===== config.mk =====
export PLATFORM = sky130hd
export DESIGN_NAME = ppa_regs
export DESIGN_NICKNAME = d
export VERILOG_FILES = /design/src/pkg/ppa_pkg.sv /design/src/verilog/ppa_attr_mem.sv /design/src/verilog/ppa_regs.sv
export SDC_FILE = /design/constraint.sdc
export NUM_CORES = 1
export LEC_CHECK = 0
export ABC_AREA = 1
export BUFFER_PORTS_ARGS = -buffer_cell sky130_fd_sc_hd__buf_2
export CORE_ASPECT_RATIO = 0.6
export CORE_MARGIN = 2
export CORE_UTILIZATION = 53
export CTS_CLUSTER_DIAMETER = 30
export DETAILED_ROUTE_END_ITERATION = 16
export GPL_TIMING_DRIVEN = 1
export HOLD_SLACK_MARGIN = 0.15
export PLACE_DENSITY = 0.79
export SLEW_MARGIN = 20
export SYNTH_ARGS = -nofsm -noshare
export SYNTH_HDL_FRONTEND = slang
export SYNTH_HIERARCHICAL = 1
export SYNTH_SLANG_ARGS = --single-unit
export TNS_END_PERCENT = 50

===== constraint.sdc =====
create_clock -name clk -period 2.9 [get_ports clk]
set_input_delay 0.435 -clock clk [delete_from_list [all_inputs] [get_ports clk]]
set_output_delay 0.435 -clock clk [all_outputs]
set_load 0.01 [all_outputs]

===== src/pkg/ppa_pkg.sv =====
package ppa_pkg;

    // host i/o port addresses
    localparam logic [15:0] PORT_ATTR_IDX    = 16'h03C0;
    localparam logic [15:0] PORT_ATTR_RD     = 16'h03C1;
    localparam logic [15:0] PORT_EXT_IDX     = 16'h03C4;
    localparam logic [15:0] PORT_EXT_DATA    = 16'h03C5;
    localparam logic [15:0] PORT_GC_IDX      = 16'h03CE;
    localparam logic [15:0] PORT_GC_DATA     = 16'h03CF;
    localparam logic [15:0] PORT_STAT1_MONO  = 16'h03BA;
    localparam logic [15:0] PORT_STAT1_COLOR = 16'h03DA;

    // extension indices behind the extension data port
    localparam logic [7:0] EXT_PLANE01  = 8'h81;
    localparam logic [7:0] EXT_PLANE23  = 8'h82;
    localparam logic [7:0] EXT_ATTR_IDX = 8'h83;
    localparam logic [7:0] EXT_WR_PROT  = 8'h84;

    // reset values
    localparam logic [1:0] PLANE01_RST  = 2'h0;
    localparam logic [1:0] PLANE23_RST  = 2'h1;
    localparam logic [7:0] WR_PROT_RST  = 8'h00;
    localparam logic [7:0] EXT_IDX_RST  = 8'h00;
    localparam logic [4:0] ATTR_IDX_RST = 5'h00;
    localparam logic [3:0] GC_IDX_RST   = 4'h0;

    // attribute index shadow layout
    localparam int AIS_PTR_BIT   = 7;
    localparam int AIS_VIDEO_BIT = 5;
    localparam int AIS_IDX_W     = 5;

    // write protect bit positions
    localparam int WP_LEGACY_OTHER   = 7;
    localparam int WP_SHARED_NONCRTC = 6;
    localparam int WP_6845_DISP      = 5;
    localparam int WP_6845_MON       = 4;
    localparam int WP_STD_NONCRTC    = 3;
    localparam int WP_COMMON_CRTC    = 2;
    localparam int WP_CRTC_DISP      = 1;
    localparam int WP_CRTC_MON       = 0;

    // attribute data registers
    localparam int         ATTR_REGS    = 21;
    localparam logic [4:0] OVERSCAN_IDX = 5'h11;

    // graphics controller registers; planar ones keep one bit per plane
    localparam logic [3:0] GC_NUM         = 4'h9;
    localparam logic [3:0] GC_SET_RESET   = 4'h0;
    localparam logic [3:0] GC_EN_SET_RST  = 4'h1;
    localparam logic [3:0] GC_COLOR_CMP   = 4'h2;
    localparam logic [3:0] GC_COLOR_CARE  = 4'h7;

    // attribute port index/data pointer
    typedef enum logic {
        ATTR_AT_INDEX = 1'b0,
        ATTR_AT_DATA  = 1'b1
    } ppa_attr_e;

    // one host i/o request
    typedef struct packed {
        logic        rd;
        logic        wr;
        logic [15:0] addr;
        logic [7:0]  wdata;
    } ppa_io_s;

    // graphics controller register image, index 8 down to 0
    typedef struct packed {
        logic [8:0][7:0] regs;
    } ppa_gc_s;

endpackage : ppa_pkg


===== src/verilog/ppa_attr_mem.sv =====
`timescale 1ns/1ps
module ppa_attr_mem #(
    parameter int WIDTH = 8,
    parameter int DEPTH = 21,
    parameter int AW    = 5
) (
    // clock and reset
    input  wire logic             clk,
    input  wire logic             rst,
    // write side
    input  wire logic             wr_en,
    input  wire logic [AW-1:0]    wr_addr,
    input  wire logic [WIDTH-1:0] wr_data,
    // read side, data one cycle after the address
    input  wire logic [AW-1:0]    rd_addr,
    output logic      [WIDTH-1:0] rd_data
);

    logic [WIDTH-1:0] mem [DEPTH];
    logic [WIDTH-1:0] next_rd_data;

    // out-of-range reads return zero instead of an unknown word
    always_comb begin
        next_rd_data = '0;
        if (int'(rd_addr) < DEPTH) begin
            next_rd_data = mem[rd_addr];
        end
    end

    // array has no reset; software loads it before use
    always_ff @(posedge clk) begin
        if (wr_en && int'(wr_addr) < DEPTH) begin
            mem[wr_addr] <= wr_data;
        end
    end

    always_ff @(posedge clk) begin
        if (rst) begin
            rd_data <= '0;
        end else begin
            rd_data <= next_rd_data;
        end
    end

endmodule : ppa_attr_mem


===== src/verilog/ppa_regs.sv =====
// What this block does
// [RL1] plane 0/1 selector picks data bus bit pair 0-1, 2-3, 4-5 or 6-7
// [RL2] plane 2/3 selector picks a bit pair with the same mapping
// [RL3] chosen pair applies to planar register writes and plane memory data
// [RL4] one shared copy of non-planar graphics registers, unaffected by selectors
// [RL5] planar register reads return each plane bit on its own bit number
// [RL6] reset sets plane 0/1 selector to 0 and plane 2/3 selector to 1
// [RL7] host restores by writing selectors 0 and 1, then registers, then selectors
// [RL8] host should not give both selectors the same value
// [RL9] low five attribute index bits choose the attribute data register
// [RL10] attribute port writes toggle index/data pointer; reads leave it alone
// [RL11] reading either status 1 port clears the pointer to index
// [RL12] pointer shows in bit 7 at extension index, reads 0 at attribute port
// [RL13] attribute index readable at its port, data at the adjacent port
// [RL14] extension index 83 reads and writes pointer and all index bits
// [RL15] index bit 5 low shows overscan color, high shows normal video
// [RL16] palette access works at any time regardless of video enable
// [RL17] protect bits 7 and 6 block mode-specific and shared register groups
// [RL18] protect bits 5 and 4 block 6845 display and monitor timing groups
// [RL19] protect bits 3, 2, 1 block standard, common and crtc display groups
// [RL20] protect bit 0 blocks crtc monitor timing and clock bits
// [RL21] clear protect bit only passes a write the active state allows
// [RL22] blocked writes vanish silently with no error or stall
// [RL23] unused position register bits ignore writes and read zero
`timescale 1ns/1ps
module ppa_regs
    import ppa_pkg::*;
#(
    parameter int ATTR_DEPTH = ATTR_REGS
) (
    // clock and reset
    input  wire logic       clk,
    input  wire logic       rst,
    // host i/o port
    input  wire ppa_io_s    io,
    output logic [7:0]      io_rdata,
    output logic            io_rd_claim,
    // plane data path
    input  wire logic [7:0] mem_cpu_wdata,
    output logic [3:0]      mem_plane_wbits,
    input  wire logic [3:0] mem_plane_rbits,
    output logic [7:0]      mem_cpu_rdata,
    output logic [1:0]      plane01_bit_group_select,
    output logic [1:0]      plane23_bit_group_select,
    output ppa_gc_s         graphics_ctrl_regs,
    // attribute controller
    output logic [4:0]      attr_index,
    output logic            video_enable,
    output logic            show_overscan,
    output logic [7:0]      overscan_color_reg,
    // write protection
    input  wire logic [7:0] active_state_reg,
    output logic [7:0]      register_write_protect,
    output logic [7:0]      group_wr_en
);

    // register state and next values
    logic [1:0] next_plane01;
    logic [1:0] next_plane23;
    logic [7:0] ext_index;
    logic [7:0] next_ext_index;
    logic [7:0] next_wr_prot;
    ppa_attr_e  attr_ptr;
    ppa_attr_e  next_attr_ptr;
    logic [4:0] next_attr_idx;
    logic       next_video;
    logic [7:0] next_overscan;
    logic [3:0] gc_index;
    logic [3:0] next_gc_index;
    ppa_gc_s    next_gc;
    logic [3:0] next_mem_wbits;
    logic [7:0] next_mem_rdata;

    // read path state
    logic [7:0] rd_hold;
    logic [7:0] next_rd_hold;
    logic       rd_from_mem;
    logic       next_rd_from_mem;
    logic       rd_claim;
    logic       next_rd_claim;
    logic [7:0] mem_q;
    logic [7:0] attr_shadow;

    // port decodes
    logic wr_ext_idx;
    logic wr_ext_data;
    logic wr_attr;
    logic wr_gc_idx;
    logic wr_gc_data;
    logic rd_stat1;
    logic std_wr_ok;
    logic pal_wr;

    function automatic logic [1:0] pick_pair(input logic [7:0] d, input logic [1:0] sel);
        pick_pair = d[{sel, 1'b0} +: 2];
    endfunction : pick_pair

    function automatic logic [7:0] place_pair(input logic [1:0] b, input logic [1:0] sel);
        place_pair = 8'h00;
        place_pair[{sel, 1'b0} +: 2] = b;
    endfunction : place_pair

    function automatic logic is_planar(input logic [3:0] i);
        is_planar = (i == GC_SET_RESET) || (i == GC_EN_SET_RST) ||
                    (i == GC_COLOR_CMP) || (i == GC_COLOR_CARE);
    endfunction : is_planar

    // decodes; requests come from logic on this clock, no synchroniser
    assign wr_ext_idx  = io.wr && (io.addr == PORT_EXT_IDX);
    assign wr_ext_data = io.wr && (io.addr == PORT_EXT_DATA);
    assign wr_attr     = io.wr && (io.addr == PORT_ATTR_IDX);
    assign wr_gc_idx   = io.wr && (io.addr == PORT_GC_IDX);
    assign wr_gc_data  = io.wr && (io.addr == PORT_GC_DATA);
    assign rd_stat1    = io.rd && (io.addr == PORT_STAT1_MONO || io.addr == PORT_STAT1_COLOR);

    // protect bit wins over the active state; gating is combinational
    assign group_wr_en = active_state_reg & ~register_write_protect; // RL17 RL18 RL19 RL20 RL21
    assign std_wr_ok   = group_wr_en[WP_STD_NONCRTC]; // RL19

    assign attr_shadow = {(attr_ptr == ATTR_AT_DATA), 1'b0, video_enable, attr_index}; // RL14
    assign show_overscan = ~video_enable; // RL15

    // palette writes ignore the video enable bit, the array is dual ported
    assign pal_wr = wr_attr && (attr_ptr == ATTR_AT_DATA) && std_wr_ok; // RL16

    // register next values; a blocked write just leaves state alone
    always_comb begin
        next_plane01   = plane01_bit_group_select;
        next_plane23   = plane23_bit_group_select;
        next_ext_index = ext_index;
        next_wr_prot   = register_write_protect;
        next_attr_ptr  = attr_ptr;
        next_attr_idx  = attr_index;
        next_video     = video_enable;
        next_overscan  = overscan_color_reg;
        next_gc_index  = gc_index;
        next_gc        = graphics_ctrl_regs;
        if (wr_ext_idx) begin
            next_ext_index = io.wdata;
        end
        if (wr_ext_data) begin
            case (ext_index)
                EXT_PLANE01: begin
                    if (std_wr_ok) begin // RL22
                        next_plane01 = io.wdata[1:0]; // RL23
                    end
                end
                EXT_PLANE23: begin
                    if (std_wr_ok) begin // RL22
                        next_plane23 = io.wdata[1:0]; // RL23
                    end
                end
                EXT_ATTR_IDX: begin
                    next_attr_ptr = io.wdata[AIS_PTR_BIT] ? ATTR_AT_DATA : ATTR_AT_INDEX; // RL14
                    next_attr_idx = io.wdata[AIS_IDX_W-1:0]; // RL14
                    if (std_wr_ok) begin
                        next_video = io.wdata[AIS_VIDEO_BIT];
                    end
                end
                EXT_WR_PROT: begin
                    next_wr_prot = io.wdata;
                end
                default: begin
                end
            endcase
        end
        // attribute port alternates between index and data
        if (wr_attr) begin
            case (attr_ptr)
                ATTR_AT_INDEX: begin
                    next_attr_idx = io.wdata[AIS_IDX_W-1:0]; // RL9
                    if (std_wr_ok) begin
                        next_video = io.wdata[AIS_VIDEO_BIT]; // RL15
                    end
                    next_attr_ptr = ATTR_AT_DATA; // RL10
                end
                ATTR_AT_DATA: begin
                    if (std_wr_ok && attr_index == OVERSCAN_IDX) begin
                        next_overscan = io.wdata;
                    end
                    next_attr_ptr = ATTR_AT_INDEX; // RL10
                end
                default: begin
                    next_attr_ptr = ATTR_AT_INDEX;
                end
            endcase
        end
        if (rd_stat1) begin
            next_attr_ptr = ATTR_AT_INDEX; // RL11
        end
        if (wr_gc_idx) begin
            next_gc_index = io.wdata[3:0];
        end
        // planar registers take their bits from the selected pairs
        if (wr_gc_data && std_wr_ok && gc_index < GC_NUM) begin
            if (is_planar(gc_index)) begin
                next_gc.regs[gc_index] = {4'h0,
                    pick_pair(io.wdata, plane23_bit_group_select),
                    pick_pair(io.wdata, plane01_bit_group_select)}; // RL3
            end else begin
                next_gc.regs[gc_index] = io.wdata; // RL4
            end
        end
    end

    // plane memory data through the selected bit pairs
    always_comb begin
        next_mem_wbits = {pick_pair(mem_cpu_wdata, plane23_bit_group_select),
                          pick_pair(mem_cpu_wdata, plane01_bit_group_select)}; // RL1 RL2 RL3
        next_mem_rdata = place_pair(mem_plane_rbits[1:0], plane01_bit_group_select) |
                         place_pair(mem_plane_rbits[3:2], plane23_bit_group_select); // RL3
    end

    // read answer is captured now and shown on the following cycle
    always_comb begin
        next_rd_hold     = 8'h00;
        next_rd_claim    = 1'b0;
        next_rd_from_mem = 1'b0;
        if (io.rd) begin
            next_rd_claim = 1'b1;
            case (io.addr)
                PORT_ATTR_IDX: next_rd_hold = {1'b0, attr_shadow[6:0]}; // RL12 RL13
                PORT_ATTR_RD:  next_rd_from_mem = 1'b1; // RL13
                PORT_EXT_IDX:  next_rd_hold = ext_index;
                PORT_GC_IDX:   next_rd_hold = {4'h0, gc_index};
                PORT_GC_DATA: begin
                    if (gc_index < GC_NUM) begin
                        next_rd_hold = graphics_ctrl_regs.regs[gc_index]; // RL5
                    end
                end
                PORT_EXT_DATA: begin
                    case (ext_index)
                        EXT_PLANE01:  next_rd_hold = {6'h00, plane01_bit_group_select}; // RL23
                        EXT_PLANE23:  next_rd_hold = {6'h00, plane23_bit_group_select}; // RL23
                        EXT_ATTR_IDX: next_rd_hold = attr_shadow; // RL12 RL14
                        EXT_WR_PROT:  next_rd_hold = register_write_protect;
                        default:      next_rd_claim = 1'b0;
                    endcase
                end
                default: next_rd_claim = 1'b0;
            endcase
        end
    end

    // reset values are the defaults the host restore sequence starts from
    always_ff @(posedge clk) begin
        if (rst) begin
            plane01_bit_group_select <= PLANE01_RST; // RL6 RL7
            plane23_bit_group_select <= PLANE23_RST; // RL6 RL7
            ext_index                <= EXT_IDX_RST;
            register_write_protect   <= WR_PROT_RST; // RL17
            attr_ptr                 <= ATTR_AT_INDEX;
            attr_index               <= ATTR_IDX_RST;
            video_enable             <= 1'b0;
            overscan_color_reg       <= 8'h00;
            gc_index                 <= GC_IDX_RST;
            graphics_ctrl_regs       <= '0;
            mem_plane_wbits          <= 4'h0;
            mem_cpu_rdata            <= 8'h00;
            rd_hold                  <= 8'h00;
            rd_claim                 <= 1'b0;
            rd_from_mem              <= 1'b0;
        end else begin
            plane01_bit_group_select <= next_plane01;
            plane23_bit_group_select <= next_plane23;
            ext_index                <= next_ext_index;
            register_write_protect   <= next_wr_prot;
            attr_ptr                 <= next_attr_ptr;
            attr_index               <= next_attr_idx;
            video_enable             <= next_video;
            overscan_color_reg       <= next_overscan;
            gc_index                 <= next_gc_index;
            graphics_ctrl_regs       <= next_gc;
            mem_plane_wbits          <= next_mem_wbits;
            mem_cpu_rdata            <= next_mem_rdata;
            rd_hold                  <= next_rd_hold;
            rd_claim                 <= next_rd_claim;
            rd_from_mem              <= next_rd_from_mem;
        end
    end

    // attribute data array; read address follows the live index
    ppa_attr_mem #(
        .WIDTH (8),
        .DEPTH (ATTR_DEPTH),
        .AW    (5)
    ) ppa_attr_mem_i (
        .clk     (clk),
        .rst     (rst),
        .wr_en   (pal_wr),
        .wr_addr (attr_index),
        .wr_data (io.wdata),
        .rd_addr (attr_index),
        .rd_data (mem_q)
    );

    // both sources are flops, only the final select is a mux
    assign io_rdata    = rd_from_mem ? mem_q : rd_hold;
    assign io_rd_claim = rd_claim;
endmodule : ppa_regs


After elaboration in Yosys (flattened, before gate mapping)
Memories as Yosys holds them, arrays and structs flattened. A register that Yosys moved wholly into a read port is not among the register bits.
Cells that the tools add are included.
- shifts and indexed selects: 8
- multiplexer cells: 31
- bitwise operators: 9
- magnitude comparators: 4
- reductions and logical operators: 30
- add/subtract/negate cells: 2
- eq/ne operators: 16
- operators with widths (kind ; number):
    $bwmux 72 ; 2
    $eq 16x10->1 const B ; 8
    $mux 72 ; 1
    $pmux 8 s5 ; 1
    $bmux 8 s4 ; 1
    $demux 8 s4 ; 1
    $eq 8x8->1 const B ; 4
    $mux 8 ; 4
    $pmux 8 s4 ; 1
    $shiftx 8x4->2 ; 4
    $and 8x8->8 ; 3
    $mux 5 ; 4
    $shift 2x5->8 const A ; 2
    $shiftx 2x5->8 ; 2
    $mux 1 ; 14
    $logic_and 1x1->1 ; 13
    $neg 3->5 ; 2
    $reduce_and 3->1 ; 3
    $not 8->8 ; 1
    $or 8x8->8 ; 1
    $reduce_or 2->1 ; 3
    $eq 5x5->1 const B ; 1
    $lt 4x5->1 const B ; 1
    $lt 5x5->1 const B ; 1
    13 further kinds ; 22
- memories kept: 1
- bits in writable memories: 168
- register bits: 133
- memory list (name ; words ; bits a word ; read ports ; clocked after memory_dff ; write ports ; line ; source):
    ppa_attr_mem_i.mem ; 21 ; 8 ; 1 ; 1 ; 1 ; ppa_attr_mem.sv:19 ; logic [WIDTH-1:0] mem [DEPTH];

Depth between registers and ports, before layout
Gate-level depths: netlist (run 1).
- depth after elaboration: 8
- depth in mapped cells: 14
- gate-level depth less buffers: 12

By module
The synthesis (run 1) kept the hierarchy.
- by module, submodules not included (module ; times used ; seq. area each (um^2) ; area an instance (um^2) ; cells an instance):
    ppa_attr_mem ; 1 ; 5205.0 ; 7489.7 ; 723
    ppa_regs ; 1 ; 2662.6 ; 6950.4 ; 1095

Worst setup path after synthesis (run 1)
No wires, ideal clock.
- path type: input port to flip-flop
- start: in io[23] in the netlist's numbering
- end: mem ppa_attr_mem_i.mem[1][0] (enable)
- arrival: 2.384 ns
- setup slack: 0.146 ns
- path buffers: 2
- required time: 2.530 ns
- setup time: 0.370 ns
- cell stages on the path: 13
- cell sequence: nor2_1 nand2_1 nor2_1 buf_4 nand2_1 nor2_1 buf_2 inv_1 nor3_1 o21ai_0 a21oi_1 nand3_1 nor2_1
- cells in the longest elaborated chain, start to end: 7
- ends and longest elaborated chain (item ; line ; source):
    start: declaration ; ppa_regs.sv:35 ; input wire ppa_io_s io,
    $eq 16x10->1 ; ppa_regs.sv:111 ; assign wr_attr = io.wr && (io.addr == PORT_ATTR_IDX);
    $logic_and 1x1->1 ; ppa_regs.sv:111 ;
    $logic_and 1x1->1 (2 in a row) ; ppa_regs.sv:124 ; assign pal_wr = wr_attr && (attr_ptr == ATTR_AT_DATA) && std_wr_ok;
    net pal_wr ; ppa_regs.sv:92 ; logic pal_wr;
    $logic_and 1x1->1 ; ppa_attr_mem.sv:32 ; if (wr_en && int'(wr_addr) < DEPTH) begin
    $mux 1 ; ppa_attr_mem.sv:32 ;
    $mux 1 (implied by the code) ; ppa_attr_mem.sv:33 ; mem[wr_addr] <= wr_data;
    end: declaration ; ppa_attr_mem.sv:19 ;
The timed path passes the listed nets, and every way through them passes these cells.

Final worst setup path (run 1)
- start: reg gc_index[1]
- end: reg graphics_ctrl_regs[66] in the netlist's numbering
- cells in the longest elaborated chain, start to end: 6
- ends and longest elaborated chain (item ; line ; source):
    start: declaration ; ppa_regs.sv:68 ; logic [3:0] gc_index;
    start signal: assignment ; ppa_regs.sv:272 ; gc_index <= next_gc_index;
    $lt 4x5->1 (implied by the code) / $ge 4x1->1 (equally long branches) ; ppa_regs.sv:197, ppa_regs.sv:201 ;
    $logic_and 1x1->1 (implied by the code) ; ppa_regs.sv:197, ppa_regs.sv:201 ;
    $mux 8 (implied by the code) ; ppa_regs.sv:197, ppa_regs.sv:201 ;
    $demux 8 s4 ; ppa_regs.sv:197, ppa_regs.sv:201 ;
    $bwmux 72, on equally long branches ; ppa_regs.sv:201, ppa_regs.sv:197 ;
    $mux 72 ; ppa_regs.sv:196 ; if (is_planar(gc_index)) begin
    end signal: assignment ; ppa_regs.sv:273 ; graphics_ctrl_regs <= next_gc;
    end: declaration ; ppa_regs.sv:45 ; output ppa_gc_s graphics_ctrl_regs,
Several ways; a longest one is shown, not always the timed one.
A chain may end at the register's enable or synchronous reset.

==> metrics.md, run 1 <==
| Metric | Value |
|---|---|
| Fill count | `2187` |
| Cell internal pwr | `8020 uW` |
| CTS Buf Count | `44` |
| Setup Skew | `0.01687 ns` |
| Design area | `17450 um2` |
| Clock transition at the registers of the reported paths | `0.06 ns` |
| WP data required | `3.36 ns` |
| Crit path to | `graphics_ctrl_regs[66]` |
| Max IR drop VDD | `0.4390 mV` |
| Critical path arrival | `3.02 ns` |
| Async SR Flop Fraction | `0` |
| GRT overflow | `0` |
| FP Rows | `46` |
| Synth cell types | `38` |
| Final Cycle Share | `0.8811` |
| Setup bufs post-CTS | `0` |
| Clock root buffer | `clkbuf_16` |
| Global-route wire length before repair | `69.96 mm` |
| Vias in the first global route | `12.06k` |
| Slew HR | `0.5062` |
| Sequential-to-total area share from yosys stat | `0.5448` |
| Max FFs per register | `168` |
| Post-Syn Area | `14440 um2` |
| Hold-fix buffers, CTS | `0` |
| Hold Slack | `0.1976 ns` |
| Slew Limit Fails | `0` |
| Top reg by flops | `ppa_attr_mem_i/mem` |
| Layout cells sized above 1 | `0.1760` |
| CP startpoint kind | `flip-flop` |
| Critical path depth | `6` |
| Leak Pwr | `0.008229 uW` |
| Reg2Reg Setup Slack | `0.34 ns` |
| HPWL after detailed placement | `32.86 mm` |
| Launching point of the worst reg2reg path | `gc_index[1]` |
| Max-cap check violation count | `0` |
| Footprint of the multi-input gates | `5273 um2` |
| Detail-routed via count per cell | `5.531` |
| Post-synthesis sequential element count | `309` |
| Hold WC Path Type | `in2reg` |
| Top-count cell post-synth | `nand2_1` |
| Worst Hold Launch | `mem_plane_rbits[0]` |
| WL per Instance | `19.23 um` |
| NumNets Final | `2094` |
| Synth area leader | `edfxtp_1` |
| Area Growth Syn to Fin | `20.86%` |
| Worst R2R End | `graphics_ctrl_regs[66]` |
| Status | `completed` |
| TNS Setup | `0 ns` |
| Max clock buf depth | `3` |
| Post-route DRC violation count | `0` |
| Final min period | `2.555 ns` |
| Comb power frac | `0.025` |
| CP startpoint | `gc_index[1]` |
| P per Cell Area | `592.8 nW/um2` |
| CP Buf/Inv Count | `1` |
| RePlAce Congestion | `1.025` |
| Max incr delay on CP | `0.75 ns` |
| IO buf count | `175` |
| Final WL | `46.81 mm` |
| Pre-antenna DRT Iters | `8` |
| Synth Warn # | `6` |
| RSZ-0062 raised after global routing | `false` |
| Maximum number of pins on one net before global-route repair | `75` |
| Register area | `7869 um2` |
| Slowest CP cell | `dfxtp_1` |
| Cell count after synthesis | `1818` |
| H-tree Lvls | `2` |
| Post-synth EDFFs | `168` |
| Crit-path max FO | `12` |
| Antenna Nets Post-Route | `0` |
| Post-synth top area share | `0.3494` |
| Synthesized Nets | `1874` |
| Vias | `13.47k` |
| CTS tree | `done` |
| DRT iter0 DRCs | `2089` |
| Worst Setup Path Type | `reg2reg` |
| Setup crit end kind | `flip-flop` |
| Num ports | `176` |
| Sw Ratio | `0.2247` |
| NetSw | `2325 uW` |
| Largest registers | `ppa_attr_mem_i/mem: 168 flops, graphics_ctrl_regs: 72 flops` |
| Initial antenna violation count | `2` |
| Seq pwr share | `0.447` |
| Final Hold Viols | `0` |
| Reg2reg path depth | `6` |
| Main area contributors after synthesis | `edfxtp_1, dfxtp_1, nand2_1` |
| Core area | `26590 um2` |
| Max Fclk | `0.3914 GHz` |
| Die Area | `28630 um2` |
| Crit path max-delay family | `compound AO/OA/AOI/OAI gates` |
| Initial Utilization | `0.5431` |
| TritonCTS Sinks | `309` |
| Worst path cell trace | `nand2_1 > nor2_1 > a21oi_2 > o21ai_1 > inv_1 > a21oi_1` |
| Clock power share | `0.528` |
| Post-Syn Area per Cell | `7.943 um2` |
| # setup viols final | `0` |
| Worst Tran Pin Value | `0.7397 ns` |
| DP Area | `15930 um2` |
| Top_reg_cell synth | `edfxtp_1` |
| Vert. Die Dim | `131.9 um` |
| Die width | `217.1 um` |
| Top cells by count, synth | `nand2_1, nor2_1, inv_1` |
| GRT Total Usage | `0.3205` |
| Post-cts resize count | `0` |
| Skew-Pair Late Insertion Delay | `0.55 ns` |
## worst reg2reg max path: stages (launching register included)
cell	delay [ns]
dfxtp_1	0.75
nand2_1	0.34
nor2_1	0.27
a21oi_2	0.12
o21ai_1	0.44
inv_1	0.34
a21oi_1	0.22
## layer usage
metal / part of all wire / up-vias / routed length, um / track usage
met2: 0.39 / 915 / 18240 / 0.4180
met4: 0.019 / 0 / 910 / 0.07953
met1: 0.43 / 6202 / 19970 / 0.4853
met3: 0.16 / 74 / 7698 / 0.1329
met5: 0 / - / 0 / 0
li1: - / 6278 / - / -
## cell usage in the layout, fill, tap and decap left out, types with 6 or more instances in the layout
master and n:
clkinv_4 6, buf_4 64, nand4_1 28, nor2_2 6, o21ai_1 8, o211ai_1 7, a21oi_1 100, nand2_1 512
nand3_1 115, nor2_1 259, edfxtp_1 168, buf_2 175, nand2_2 10, ha_1 8, inv_2 13, clkbuf_16 47
nor3_1 14, o21ai_0 94, inv_6 8, mux2_2 8, dfxtp_1 140, inv_1 235
## worst min-delay path by stage
stage	to	slack (ns)	depth (start not counted)
floorplan	ext_index[7]	0.44	2
global placement	overscan_color_reg[0]	0.45	2
detailed placement	graphics_ctrl_regs[62]	0.45	2
CTS	graphics_ctrl_regs[27]	0.18	3
global route	graphics_ctrl_regs[27]	0.19	3
finish	mem_cpu_rdata[0]	0.20	3
## area by class of cell
class / count / share of cell area
Sequential cell: 309 / 0.4509
Antenna cell: 1 / 0.0001434
Clock inverter: 29 / 0.01721
Tap cell: 360 / 0.02581
Clock buffer: 53 / 0.06983
Multi-Input combinational cell: 1191 / 0.3021
Timing Repair Buffer: 241 / 0.08001
Inverter: 251 / 0.05399
## stage by stage
stage / util / setup WS (ns) / instances / power [uW]
3_3_place_gp: 0.5991 / 0.1627 / 2352 / 4962
4_1_cts: 0.6562 / 0.5588 / 2434 / 10360
5_1_grt: 0.6563 / 0.2444 / 2435 / 10580
2_1_floorplan: - / 0.1461 / 1818 / 4805
6_report: 0.6563 / 0.3448 / 2435 / 10350
3_5_place_dp: 0.5991 / 0.07186 / 2352 / 4965
## power groups by stage
stage	clock network (uW)	logic, uW	registers (uW)
floorplan	0	88.4	4720
global placement	0	249	4710
detailed placement	0	253	4710
CTS	5490	253	4620
global route	5690	275	4620
finish	5470	259	4620
## logic make-up after synthesis
group | after synthesis | synth area share
flip-flops | 309 | 0.5448
multiplexers | 8 | 0.006239
AND/OR/NAND/NOR | 953 | 0.2711
AO/OA/AOI/OAI | 222 | 0.08084
adder cells (fa/ha/maj) | 8 | 0.006932
buffers and inverters | 318 | 0.09003
No activity file was read; power rests on OpenSTA's default activity.
==> run 2, diff against run 1 <==
- CORE_UTILIZATION: 53 -> 50
- PLACE_DENSITY: 0.79 -> 0.75
==> metrics.md, run 2 (synthesis gave the netlist of run 1 again) <==
| Metric | Value |
|---|---|
| Status | `completed` |
| Initial Utilization | `0.5051 (-0.03793)` |
| Clock transition at the registers of the reported paths | `0.06 ns (about the same)` |
| IO buf count | `175 (unchanged)` |
| RePlAce Congestion | `0.9864 (-3.8%)` |
| Num ports | `176 (unchanged)` |
| Worst Setup Path Type | `reg2reg` |
| TNS Setup | `0 ns (unchanged)` |
| Final WL | `46.85 mm (about the same)` |
| Detail-routed via count per cell | `5.465 (-1.2%)` |
| CP Buf/Inv Count | `1 (unchanged)` |
| Commonest non-fill, non-tap cells in the layout | `nand2_1, nor2_1, inv_1` |
| P per Cell Area | `600.6 nW/um2 (+1.3%)` |
| Final Util | `0.6131 (-0.04326)` |
| Setup bufs post-CTS | `0 (unchanged)` |
| Worst path cell trace | `clkinv_1 > nand3_1 > nand2_1 > nand2_1 > nand2_1 > nand3_1 > a21oi_1` |
| Setup Skew | `0.02421 ns (+0.007338 ns)` |
| Hold WC Path Type | `in2reg` |
| Final Hold Viols | `0 (unchanged)` |
| Max FFs per register | `168 (unchanged)` |
| Slew HR | `0.5016 (-0.004593)` |
| Max clock buf depth | `3 (unchanged)` |
| CTS Buf Count | `45 (+2.3%)` |
| Max incr delay on CP | `0.76 ns (about the same)` |
| GRT overflow | `0 (unchanged)` |
| Largest registers | `ppa_attr_mem_i/mem: 168 flops, graphics_ctrl_regs: 72 flops` |
| Die width | `223.4 um (+2.9%)` |
| Final min period | `2.453 ns (-0.1018 ns)` |
| RSZ-0062 raised after global routing | `false` |
| FP Rows | `48 (+4.3%)` |
| Max Fclk | `0.4076 GHz (+4.1%)` |
| Core area | `28590 um2 (+7.5%)` |
| Layout cells sized above 1 | `0.1762 (+0.0002273)` |
| Number of antenna diodes | `0 (-1)` |
| Vias | `13.40k (-0.50%)` |
| Critical path arrival | `2.85 ns (-0.17 ns)` |
| Vias in the first global route | `11.85k (-1.8%)` |
| Antenna Nets Post-Route | `0 (unchanged)` |
| Maximum number of pins on one net before global-route repair | `41 (-45%)` |
| Most common cell type on the critical path | `nand2_1` |
| DRT iter0 DRCs | `1863 (-11%)` |
| WP data required | `3.30 ns (-0.06 ns)` |
| Leak Pwr | `0.008263 uW (+0.41%)` |
| CP startpoint kind | `flip-flop` |
| WL per Instance | `19.11 um (-0.61%)` |
| Final Cycle Share | `0.8460 (-0.03509)` |
| Setup crit end kind | `flip-flop` |
| Slew Limit Fails | `0 (unchanged)` |
| Area Growth Syn to Fin | `21.37%` |
| Initial antenna violation count | `0 (-2)` |
| H-tree Lvls | `2 (unchanged)` |
| Pre-antenna DRT Iters | `8 (unchanged)` |
| Crit path max-delay family | `flip-flops` |
| Vert. Die Dim | `135.6 um (+2.9%)` |
| Post-cts resize count | `0 (unchanged)` |
| Max IR drop VDD | `0.3659 mV (-17%)` |
| GRT Total Usage | `0.3032 (-0.01730)` |
| NumNets Final | `2096 (+0.096%)` |
| Skew-Pair Late Insertion Delay | `0.55 ns (about the same)` |
| Hold-fix buffers, CTS | `0 (unchanged)` |
| # setup viols final | `0 (unchanged)` |
| Crit-path max FO | `17 (+5)` |
| Max-cap check violation count | `0 (unchanged)` |
| Top reg by flops | `ppa_attr_mem_i/mem` |
| TritonCTS Sinks | `309 (unchanged)` |
| Post-route DRC violation count | `0 (unchanged)` |
| Commonest non-fill, non-tap cell in the layout | `nand2_1` |
| Global-route wire length before repair | `69.24 mm (-1.0%)` |
| Die Area | `30300 um2 (+5.9%)` |
| Clock root buffer | `clkbuf_16` |
| HPWL after detailed placement | `32.90 mm (+0.13%)` |
| CTS tree | `done` |
| Worst Tran Pin Value | `0.7476 ns (+0.007901 ns)` |
| Slowest CP cell | `dfxtp_1` |
run 2: cell types whose count changed in the layout (fill, tap and decap cells not counted), sizes merged:
cell / previous run / this run
buf: 241 / 242
bufinv: 3 / 5
clkbuf: 53 / 57
clkinv: 14 / 12
diode: 1 / 0
inv: 259 / 257
run 2: final cells by class:
class,count,area (um2)
multi-input cells,1191,5273
clock buffers,57,1254
well taps,375,469.2
flip-flops and latches,309,7869
repair buffers,242,1404
inverters,251,942.2
clock inverters,27,315.3
fillers,2406,11060
run 2: worst paths after layout:
kind | start | endpoint | slack [ns] | cells past startpoint
max | attr_index[1] | ppa_attr_mem_i/rd_data[2] | 0.45 | 7
min | mem_cpu_wdata[1] | mem_plane_wbits[3] | 0.19 | 3
min reg2reg | overscan_color_reg[7] | overscan_color_reg[7] | 0.46 | 2
max reg2reg | attr_index[1] | ppa_attr_mem_i/rd_data[2] | 0.45 | 7
run 2: through the flow:
stage / setup WS, ns / cells / cell area, um2 / total power [uW] / hold WS (ns)
6_report: 0.4465 / 2452 / 17530 / 10530 / 0.1855
5_1_grt: 0.2936 / 2452 / 17530 / 10770 / 0.1864
4_1_cts: 0.4716 / 2452 / 17530 / 10560 / 0.1683
3_5_place_dp: 0.02416 / 2368 / 15960 / 4971 / 0.4526
3_3_place_gp: 0.1415 / 2368 / 15960 / 4968 / 0.4489
2_1_floorplan: 0.1461 / 1818 / 14440 / 4805 / 0.4370
run 2: tightest hold or removal path, cell delays in order:
cell and delay (ns):
buf_2 0.08, o21ai_0 0.06, a21oi_1 0.11
run 2: metal layers:
metal  wire [um]  global-route usage
met5           0                   0
met4         763             0.06481
met3        7072              0.1173
met2       18520              0.4102
met1       20500              0.4543
run 2: where the power goes:
group          switching [uW]  leakage [uW]  total [uW]  internal, uW
clock network            2090      0.000766        5640          3550
logic                     193       0.00485         265          71.7
registers                2.96       0.00265        4620          4620
total                    2290       0.00826       10500          8240
